## src/shared/homing_pkg.sv

```systemverilog
// Constants for the axis homing sequencer: register map, reset values,
// method codes and feedback selections.
// Assumes a 32-bit register port with word-aligned byte offsets.
package homing_pkg;
	// ---------------------------------------------------------------
	// Widths
	// ---------------------------------------------------------------
	localparam int DATA_W = 32;
	localparam int ADDR_W = 8;

	// ---------------------------------------------------------------
	// Register offsets
	// ---------------------------------------------------------------
	localparam logic [ADDR_W-1:0] OFS_CONTROL  = 8'h00;
	localparam logic [ADDR_W-1:0] OFS_MODE     = 8'h04;
	localparam logic [ADDR_W-1:0] OFS_VELOCITY = 8'h08;
	localparam logic [ADDR_W-1:0] OFS_ACCEL    = 8'h0c;
	localparam logic [ADDR_W-1:0] OFS_DECEL    = 8'h10;
	localparam logic [ADDR_W-1:0] OFS_POSITION = 8'h14;
	localparam logic [ADDR_W-1:0] OFS_DISTANCE = 8'h18;
	localparam logic [ADDR_W-1:0] OFS_FACTOR   = 8'h1c;
	localparam logic [ADDR_W-1:0] OFS_STATUS   = 8'h20;
	localparam logic [ADDR_W-1:0] OFS_READOUT  = 8'h24;

	// ---------------------------------------------------------------
	// Field positions
	// ---------------------------------------------------------------
	localparam int CTL_START_STOP = 0;
	localparam int CTL_CAPTURE    = 1;
	localparam int MODE_METH_LSB  = 0;
	localparam int MODE_DIR_BIT   = 2;
	localparam int MODE_FB_LSB    = 8;

	// ---------------------------------------------------------------
	// Method codes and index-capable feedback selections
	// ---------------------------------------------------------------
	localparam logic [1:0] METH_CURRENT = 2'h0;
	localparam logic [1:0] METH_LIMIT   = 2'h1;
	localparam logic [1:0] METH_ZERO    = 2'h2;
	localparam logic [1:0] METH_INDEX   = 2'h3;
	localparam logic [7:0] FB_INDEX_A   = 8'h0a;
	localparam logic [7:0] FB_INDEX_B   = 8'h0b;
	localparam logic [7:0] FB_INDEX_C   = 8'h14;
	localparam logic [7:0] FB_INDEX_D   = 8'h15;

	// ---------------------------------------------------------------
	// Reset values and scaling
	// ---------------------------------------------------------------
	localparam logic [DATA_W-1:0] RST_WORD   = 32'h0000_0000;
	localparam logic [6:0]        RST_FACTOR = 7'h32;
	localparam logic [6:0]        PERCENT_FULL = 7'h64;
endpackage

```

## src/axis_homing_sequencer.sv

```systemverilog
// Homing sequencer for one servo axis: current-position, limit,
// limit then zero angle, and limit then index methods.
// Assumes a motion profile that ramps toward vel_cmd_o with the given
// ramps, executes absolute moves, and reports standstill and move end.
//
// The plain strobed port and the placing of the registers are this design's own decisions.
`timescale 1ns/1ps
`default_nettype none

// Overview of operation
// - Found flag rises once the home reference is established.
// - Done flag rises when the whole homing move, offset included, ends.
// - Active flag is high while homing runs, low afterwards.
// - Error flag rises when any homing step fails.
// - Start/stop command starts the selected method or aborts a running one.
// - Method 0 takes present position as home, no search motion.
// - Nonzero distance offset causes a final move, in every method.
// - At home the position feedback is loaded with home position value.
// - Limit methods start moving in the configured home direction.
// - At the limit switch the motor stops and then reverses.
// - Method 1 loads positions on limit release, then ramps to zero.
// - After ramp to zero, move to home position plus distance.
// - Limit release before standstill and reversal raises a homing error.
// - Method 2 loads home value plus distance to zero angle.
// - Method 2 then moves to home plus offset, at zero angle.
// - Mechanical zero angle is a feedback angle of zero.
// - Method 3 allowed only with feedback selections 10, 11, 20, 21.
// - Method 3 needs index capture armed by host; device uses it.
// - Method 3 searches index at reduced velocity after limit release.
// - Method 3 loads positions on index, ramps to zero, moves offset.
// - Method codes: 0 current, 1 limit, 2 zero angle, 3 index.
// - Reduced search velocity is a percentage of homing velocity.
module axis_homing_sequencer #(
	parameter int ANGLE_W = 16
) (
	// Clock and reset
	input  wire logic                            clock_i,
	input  wire logic                            reset_i,
	// Register port
	input  wire logic [homing_pkg::ADDR_W-1:0]   addr_i,
	input  wire logic [homing_pkg::DATA_W-1:0]   wdata_i,
	input  wire logic                            write_i,
	input  wire logic                            read_i,
	output logic      [homing_pkg::DATA_W-1:0]   rdata_o,
	// Limit switch and index pins, active low switches
	input  wire logic                            limit_pos_n_i,
	input  wire logic                            limit_neg_n_i,
	input  wire logic                            index_i,
	// Feedback, same clock
	input  wire logic [homing_pkg::DATA_W-1:0]   position_feedback_value_i,
	input  wire logic [ANGLE_W-1:0]              feedback_angle_i,
	// Motion profile
	input  wire logic                            standstill_i,
	input  wire logic                            move_done_i,
	output logic      [homing_pkg::DATA_W-1:0]   vel_cmd_o,
	output logic      [homing_pkg::DATA_W-1:0]   accel_o,
	output logic      [homing_pkg::DATA_W-1:0]   decel_o,
	output logic                                 move_req_o,
	output logic      [homing_pkg::DATA_W-1:0]   move_target_o,
	output logic                                 pos_load_o,
	output logic      [homing_pkg::DATA_W-1:0]   pos_load_value_o,
	// Status
	output logic                                 found_o,
	output logic                                 done_o,
	output logic                                 active_o,
	output logic                                 error_o
);
	import homing_pkg::*;

	typedef enum logic [3:0] {
		ST_IDLE,
		ST_SEARCH,
		ST_STOP,
		ST_REVERSE,
		ST_INDEX,
		ST_RAMP,
		ST_MOVE,
		ST_ABORT
	} state_t;

	// ---------------------------------------------------------------
	// Configuration registers
	// ---------------------------------------------------------------
	logic [1:0]        method;
	logic              dir_pos;
	logic [7:0]        fb_type;
	logic              capture_arm;
	logic [DATA_W-1:0] velocity;
	logic [DATA_W-1:0] home_pos;
	logic [DATA_W-1:0] distance;
	logic [6:0]        factor;

	state_t            state;
	logic              start_cmd;
	logic              go;
	logic              lim_pos_m;
	logic              lim_pos_s;
	logic              lim_neg_m;
	logic              lim_neg_s;
	logic              idx_m;
	logic              idx_s;
	logic              idx_d;
	logic              lim_act;
	logic              idx_event;
	logic              meth_ok;
	logic              fb_ok;
	logic              ev_found;
	logic              ev_done;
	logic              ev_error;
	logic [DATA_W-1:0] search_vel;
	logic [DATA_W-1:0] back_vel;
	logic [DATA_W-1:0] slow_vel;
	logic [DATA_W-1:0] zero_dist;
	logic [38:0]       slow_prod;

	// ---------------------------------------------------------------
	// Pin synchronisers
	// ---------------------------------------------------------------
	// Two flops before use; idx_d only delays the clean second stage
	always_ff @(posedge clock_i or posedge reset_i) begin
		if (reset_i) begin
			lim_pos_m <= 1'b1;
			lim_pos_s <= 1'b1;
			lim_neg_m <= 1'b1;
			lim_neg_s <= 1'b1;
			idx_m     <= 1'b0;
			idx_s     <= 1'b0;
			idx_d     <= 1'b0;
		end else begin
			lim_pos_m <= limit_pos_n_i;
			lim_pos_s <= lim_pos_m;
			lim_neg_m <= limit_neg_n_i;
			lim_neg_s <= lim_neg_m;
			idx_m     <= index_i;
			idx_s     <= idx_m;
			idx_d     <= idx_s;
		end
	end

	// ---------------------------------------------------------------
	// Derived terms
	// ---------------------------------------------------------------
	// Low pin means active, so a dead switch supply reads as active
	assign lim_act = dir_pos ? ~lim_pos_s : ~lim_neg_s;
	// Index only counts when software armed the capture
	assign idx_event = capture_arm & idx_s & ~idx_d;
	assign go = write_i && (addr_i == OFS_CONTROL)
		&& wdata_i[CTL_START_STOP];
	assign start_cmd = go && (state == ST_IDLE);
	assign fb_ok = (fb_type == FB_INDEX_A) || (fb_type == FB_INDEX_B)
		|| (fb_type == FB_INDEX_C) || (fb_type == FB_INDEX_D);
	assign meth_ok = (method != METH_INDEX) || (fb_ok && capture_arm);
	// Search velocity follows the home direction
	assign search_vel = dir_pos ? velocity : -velocity;
	assign back_vel = -search_vel;
	// Divide by a constant; cheap enough and exact for whole percents
	assign slow_prod = 39'(velocity) * 39'(factor);
	assign slow_vel = dir_pos ? -DATA_W'(slow_prod / 39'(PERCENT_FULL))
		: DATA_W'(slow_prod / 39'(PERCENT_FULL));
	// Distance to angle zero in the direction of travel after reversal
	assign zero_dist = dir_pos
		? -DATA_W'(feedback_angle_i)
		: DATA_W'({1'b0, ~feedback_angle_i} + 1'b1)
		& DATA_W'({1'b0, {ANGLE_W{1'b1}}});

	// ---------------------------------------------------------------
	// Register writes
	// ---------------------------------------------------------------
	// Method, direction, feedback type and capture arming
	always_ff @(posedge clock_i or posedge reset_i) begin
		if (reset_i) begin
			method      <= METH_CURRENT;
			dir_pos     <= 1'b0;
			fb_type     <= 8'h00;
			capture_arm <= 1'b0;
		end else if (write_i) begin
			if (addr_i == OFS_MODE) begin
				method  <= wdata_i[MODE_METH_LSB +: 2];
				dir_pos <= wdata_i[MODE_DIR_BIT];
				fb_type <= wdata_i[MODE_FB_LSB +: 8];
			end
			if (addr_i == OFS_CONTROL)
				capture_arm <= wdata_i[CTL_CAPTURE];
		end
	end

	// Motion settings
	always_ff @(posedge clock_i or posedge reset_i) begin
		if (reset_i) begin
			velocity <= RST_WORD;
			accel_o  <= RST_WORD;
			decel_o  <= RST_WORD;
			home_pos <= RST_WORD;
			distance <= RST_WORD;
			factor   <= RST_FACTOR;
		end else if (write_i) begin
			unique case (addr_i)
				OFS_VELOCITY: velocity <= wdata_i;
				OFS_ACCEL:    accel_o  <= wdata_i;
				OFS_DECEL:    decel_o  <= wdata_i;
				OFS_POSITION: home_pos <= wdata_i;
				OFS_DISTANCE: distance <= wdata_i;
				OFS_FACTOR:   factor   <= wdata_i[6:0];
				default: ;
			endcase
		end
	end

	// ---------------------------------------------------------------
	// Register reads
	// ---------------------------------------------------------------
	// Data valid the cycle after the strobe; unmapped reads give zero
	always_ff @(posedge clock_i or posedge reset_i) begin
		if (reset_i) begin
			rdata_o <= RST_WORD;
		end else if (read_i) begin
			unique case (addr_i)
				OFS_CONTROL:  rdata_o <= {30'h0, capture_arm, active_o};
				OFS_MODE:     rdata_o <= {16'h0, fb_type, 5'h0,
					dir_pos, method};
				OFS_VELOCITY: rdata_o <= velocity;
				OFS_ACCEL:    rdata_o <= accel_o;
				OFS_DECEL:    rdata_o <= decel_o;
				OFS_POSITION: rdata_o <= home_pos;
				OFS_DISTANCE: rdata_o <= distance;
				OFS_FACTOR:   rdata_o <= {25'h0, factor};
				OFS_STATUS:   rdata_o <= {26'h0, ~lim_neg_s, ~lim_pos_s,
					error_o, active_o, done_o, found_o};
				OFS_READOUT:  rdata_o <= position_feedback_value_i;
				default:      rdata_o <= RST_WORD;
			endcase
		end else begin
			rdata_o <= RST_WORD;
		end
	end

	// ---------------------------------------------------------------
	// Sequencer
	// ---------------------------------------------------------------
	// One state per motion phase; load and move requests are pulses
	always_ff @(posedge clock_i or posedge reset_i) begin
		if (reset_i) begin
			state            <= ST_IDLE;
			vel_cmd_o        <= RST_WORD;
			move_req_o       <= 1'b0;
			move_target_o    <= RST_WORD;
			pos_load_o       <= 1'b0;
			pos_load_value_o <= RST_WORD;
			ev_found         <= 1'b0;
			ev_done          <= 1'b0;
			ev_error         <= 1'b0;
		end else begin
			move_req_o <= 1'b0;
			pos_load_o <= 1'b0;
			ev_found   <= 1'b0;
			ev_done    <= 1'b0;
			ev_error   <= 1'b0;
			if (go && state != ST_IDLE) begin
				// Stop: ramp down, never report done
				vel_cmd_o <= RST_WORD;
				state     <= ST_ABORT;
			end else begin
				unique case (state)
				ST_IDLE: begin
					vel_cmd_o <= RST_WORD;
					if (start_cmd && !meth_ok) begin
						ev_error <= 1'b1;
					end else if (start_cmd && method == METH_CURRENT) begin
						// Present position becomes home at once
						pos_load_o       <= 1'b1;
						pos_load_value_o <= home_pos;
						ev_found         <= 1'b1;
						state            <= ST_RAMP;
					end else if (start_cmd) begin
						vel_cmd_o <= search_vel;
						state     <= ST_SEARCH;
					end
				end
				ST_SEARCH: begin
					if (lim_act) begin
						vel_cmd_o <= RST_WORD;
						state     <= ST_STOP;
					end
				end
				ST_STOP: begin
					// Switch must stay active until reversal begins
					if (!lim_act) begin
						ev_error <= 1'b1;
						state    <= ST_ABORT;
					end else if (standstill_i) begin
						vel_cmd_o <= back_vel;
						state     <= ST_REVERSE;
					end
				end
				ST_REVERSE: begin
					if (!lim_act) begin
						unique case (method)
						METH_ZERO: begin
							pos_load_o       <= 1'b1;
							pos_load_value_o <= home_pos
								+ zero_dist;
							ev_found         <= 1'b1;
							vel_cmd_o        <= RST_WORD;
							state            <= ST_RAMP;
						end
						METH_INDEX: begin
							vel_cmd_o <= slow_vel;
							state     <= ST_INDEX;
						end
						default: begin
							pos_load_o       <= 1'b1;
							pos_load_value_o <= home_pos;
							ev_found         <= 1'b1;
							vel_cmd_o        <= RST_WORD;
							state            <= ST_RAMP;
						end
						endcase
					end
				end
				ST_INDEX: begin
					if (idx_event) begin
						pos_load_o       <= 1'b1;
						pos_load_value_o <= home_pos;
						ev_found         <= 1'b1;
						vel_cmd_o        <= RST_WORD;
						state            <= ST_RAMP;
					end
				end
				ST_RAMP: begin
					if (standstill_i) begin
						if (method != METH_CURRENT
							|| distance != RST_WORD) begin
							// Return to home plus offset; method 0 gets here only with a nonzero offset
							move_req_o    <= 1'b1;
							move_target_o <= home_pos
								+ distance;
							state         <= ST_MOVE;
						end else begin
							ev_done <= 1'b1;
							state   <= ST_IDLE;
						end
					end
				end
				ST_MOVE: begin
					if (move_done_i) begin
						ev_done <= 1'b1;
						state   <= ST_IDLE;
					end
				end
				ST_ABORT: begin
					vel_cmd_o <= RST_WORD;
					if (standstill_i)
						state <= ST_IDLE;
				end
				default: state <= ST_IDLE;
				endcase
			end
		end
	end

	// ---------------------------------------------------------------
	// Status flags
	// ---------------------------------------------------------------
	// A start clears old results; a later set in the same cycle wins
	always_ff @(posedge clock_i or posedge reset_i) begin
		if (reset_i) begin
			found_o <= 1'b0;
			done_o  <= 1'b0;
			error_o <= 1'b0;
		end else begin
			if (start_cmd) begin
				found_o <= 1'b0;
				done_o  <= 1'b0;
				error_o <= 1'b0;
			end
			if (ev_found)
				found_o <= 1'b1;
			if (ev_done)
				done_o <= 1'b1;
			if (ev_error)
				error_o <= 1'b1;
		end
	end

	// Active follows the sequencer, one cycle behind the state change
	always_ff @(posedge clock_i or posedge reset_i) begin
		if (reset_i)
			active_o <= 1'b0;
		else
			active_o <= (state != ST_IDLE)
				&& (state != ST_ABORT);
	end
endmodule // axis_homing_sequencer

`default_nettype wire

```

## config.mk

```make
export PLATFORM = sky130hd
export DESIGN_NAME = axis_homing_sequencer
export DESIGN_NICKNAME = d
export VERILOG_FILES = /design/src/shared/homing_pkg.sv /design/src/axis_homing_sequencer.sv
export SDC_FILE = /design/constraint.sdc
export NUM_CORES = 2
export LEC_CHECK = 0
export BUFFER_PORTS_ARGS = -buffer_cell sky130_fd_sc_hd__buf_2
export CAP_MARGIN = 30
export CORE_MARGIN = 2
export CORE_UTILIZATION = 56
export DETAILED_ROUTE_END_ITERATION = 6
export GPL_TIMING_DRIVEN = 0
export PLACE_DENSITY = 0.79
export REMOVE_ABC_BUFFERS = 1
export SLEW_MARGIN = 20
export SYNTH_ARGS = -nofsm -noshare
export SYNTH_HDL_FRONTEND = slang
export SYNTH_SLANG_ARGS = --single-unit
```

## constraint.sdc

```tcl
create_clock -name clock_i -period 21.6 [get_ports clock_i]
set_input_delay 2.16 -clock clock_i [delete_from_list [all_inputs] [get_ports clock_i]]
set_output_delay 2.16 -clock clock_i [all_outputs]
set_load 0.02 [all_outputs]
```

==> qor.csv <==
metric,value,unit
status,finished with violations,
violations,"DRC, setup timing",
crit_top_cell,buf_4,
portBuffers,294,
rows,89,
r2r_slack,-3740,ps
area_growth,30.05,%
drt_iter0_drc,4075,
ys_ff_latch,325,
yosys-top-cells-area,"dfrtp_1 24%, fa_1 9.0%, mux2_2 6.6%, ha_1 4.6%, xnor2_1 4.3%",
finish.utilization,0.7364,
rsz0062_at_grt,yes,
final_area,43460,sq um
die_h,248.3,microns
clk_latency,580,ps
finalMaxSlewViolations,0,
max-cap-violations,0,
firstDrtPassIters,7,
yosysWarnings,0,
worstHoldPathType,reg -> reg,
fp.dieW,248.3,microns
cts.clk_slew.worst_paths,70,ps
hpwl,79400,microns
vias_per_cell,6.835,
worstPathArrival,25800,ps
ctsHoldBuffers,0,
fin_crit_sh,1.173,
grtUsageTotal,0.3733,
start_util,0.5662,
setup_slack,-3744,ps
ys_top_cells_by_count,"318 x dfrtp_1, 318 x nand2_1, 279 x nor2_1, 270 x a21oi_1, 202 x o21ai_0",
cts_tree,built,
hold-worst-slack,357.4,ps
grt_max_degree,107,
r2r-start,factor[1],
r2r_cells,105,
hold_viol_final,0,
dieArea,61640,sq um
crit_path_top_delay_cell,dfstp_4,
fin_nets,4743,
drc_errors,4,
postRouteAntennaNets,0,
min_period,25340,ps
r2r-end,vel_cmd_o[22],
worst_setup_path_start_kind,flip-flop,
worst_path_largest_cell_delay,680,ps
min_from,lim_pos_m,
fmax,39.46,MHz
antenna_found_initial,8,
clock_sinks,325,
grt.overflow.total,0,
netlist_instances,3849,
synth-edff-count,0,
grt_pass1_vias,33560,
ys_seq_area_frac,0.2436,
worst_pin_slew,1170,ps
gp_congestion,0.9769,
synth_top_area_share,0.2381,
hold-path-endpoint,lim_pos_s,
clockRootBuffer,clkbuf_16,
drive_gt1_frac,0.3418,
synth_flop_cell,dfrtp_1,
wirelength,126200,microns
ys_async_sr_fraction,1.000,
synth.distinct_cells,142,
num_io_pins,295,
cp_max_fo,14,
wl_per_cell,24.39,microns
setup_viol,32,
cts_max_level,2,
worstHoldPathCells,0,
finalClockSkew,35.18,ps
num-fill-cells,3823,
coreArea,59020,sq um
num_vias,35380,
yosysTopAreaCell,dfrtp_1,
slew_headroom,0.2175,
endpoint_kind,flip-flop,
syn_area,33420,sq um
grt_pass1_wl,183900,microns
clockBufferDepth,3,
syn_avg_cell_area,8.682,sq um
required,22060,ps
cts_inserted_buffers,36,
placed_area,35630,sq um
worst-setup-path-type,reg -> reg,
-- state kept, by name, summed over array words and instances (netlist names), 7 cells and up --
register,flops
decel_o,32
velocity,32
fb_type,8
rdata_o,32
distance,32
accel_o,32
factor,7
move_target_o,32
vel_cmd_o,32
home_pos,32
pos_load_value_o,32
-- area by class of cell --
cell class | instances | area (sq um) | area share
antenna | 3 | 7.507 | 0.0001727
clock buffer | 52 | 1072 | 0.02467
clock inverter | 14 | 235.2 | 0.005413
inverter | 196 | 748.2 | 0.01722
multi-input combinational | 3123 | 27200 | 0.6259
sequential | 325 | 8162 | 0.1878
tap | 773 | 967.2 | 0.02225
timing repair buffer | 690 | 5066 | 0.1166
-- critical path: cells and delay by family, from the launching register on --
kind | cells | cell delay, ps
compound gates | 39 | 8070
xor+xnor | 4 | 920
fa+ha+maj | 7 | 3090
buf+inv | 17 | 2620
flops | 1 | 680
mux | 3 | 950
simple gates | 35 | 8850
-- metrics by stage --
| step | instances | setup WS (ps) | setup TNS (ps) |
|---|---|---|---|
| 2_1_floorplan | 3642 | -3042 | -78340 |
| 3_3_place_gp | 4709 | -8251 | -234980 |
| 3_5_place_dp | 4743 | -8434 | -241080 |
| 4_1_cts | 5018 | -2611 | -66480 |
| 5_1_grt | 5175 | -4341 | -125500 |
| 6_report | 5176 | -3744 | -105000 |
-- routing by layer --
metal,track usage,wire (microns),part of all wire
met5,0,36,0.00029
met4,0.1926,9056,0.072
met3,0.07929,13700,0.11
met2,0.6150,58800,0.47
met1,0.4614,44640,0.35
-- placed cells by master (no fill, tap or decap), types with 57 or more instances in the layout --
cell type and n:
a21oi_1 215, and2_1 178, buf_2 298, buf_4 318, dfrtp_1 313, fa_1 144
ha_1 92, inv_1 186, mux2_2 188, nand2_1 303, nand3_1 57, nor2_1 248
o21ai_0 173, o21ai_1 65, xnor2_1 151, xor2_1 71
-- worst max path at each step --
| stage | start | to |
|---|---|---|
| 6_report | factor[1] | vel_cmd_o[22] |
| 2_1_floorplan | factor[5] | vel_cmd_o[22] |
| 5_1_grt | factor[1] | vel_cmd_o[22] |
| 3_5_place_dp | factor[6] | vel_cmd_o[22] |
| 3_3_place_gp | factor[6] | vel_cmd_o[22] |
| 4_1_cts | factor[5] | vel_cmd_o[22] |
-- kinds of logic after synthesis --
kind of cell               Yosys count  share of synthesized area
adders and majority gates          280                     0.1383
muxes                              263                    0.08653
xor gates and xnor gates           242                    0.06406
DFF                                325                     0.2436
AOI/OAI and AO/OA                 1176                     0.2457
buffers and inverters              403                    0.04811
and+or+nand+nor                   1160                     0.1736
-- timing repair --
item,4_1_cts,5_1_grt
setup buffers,207,144
cloned,2,2
endpoints found under the hold margin,0,0
gates resized for setup,474,221
pin swaps,188,227
endpoints found under the setup margin,32,32
Power is not shown: default switching activity piles up to over one toggle a cycle in this logic, so the estimate is an artifact.
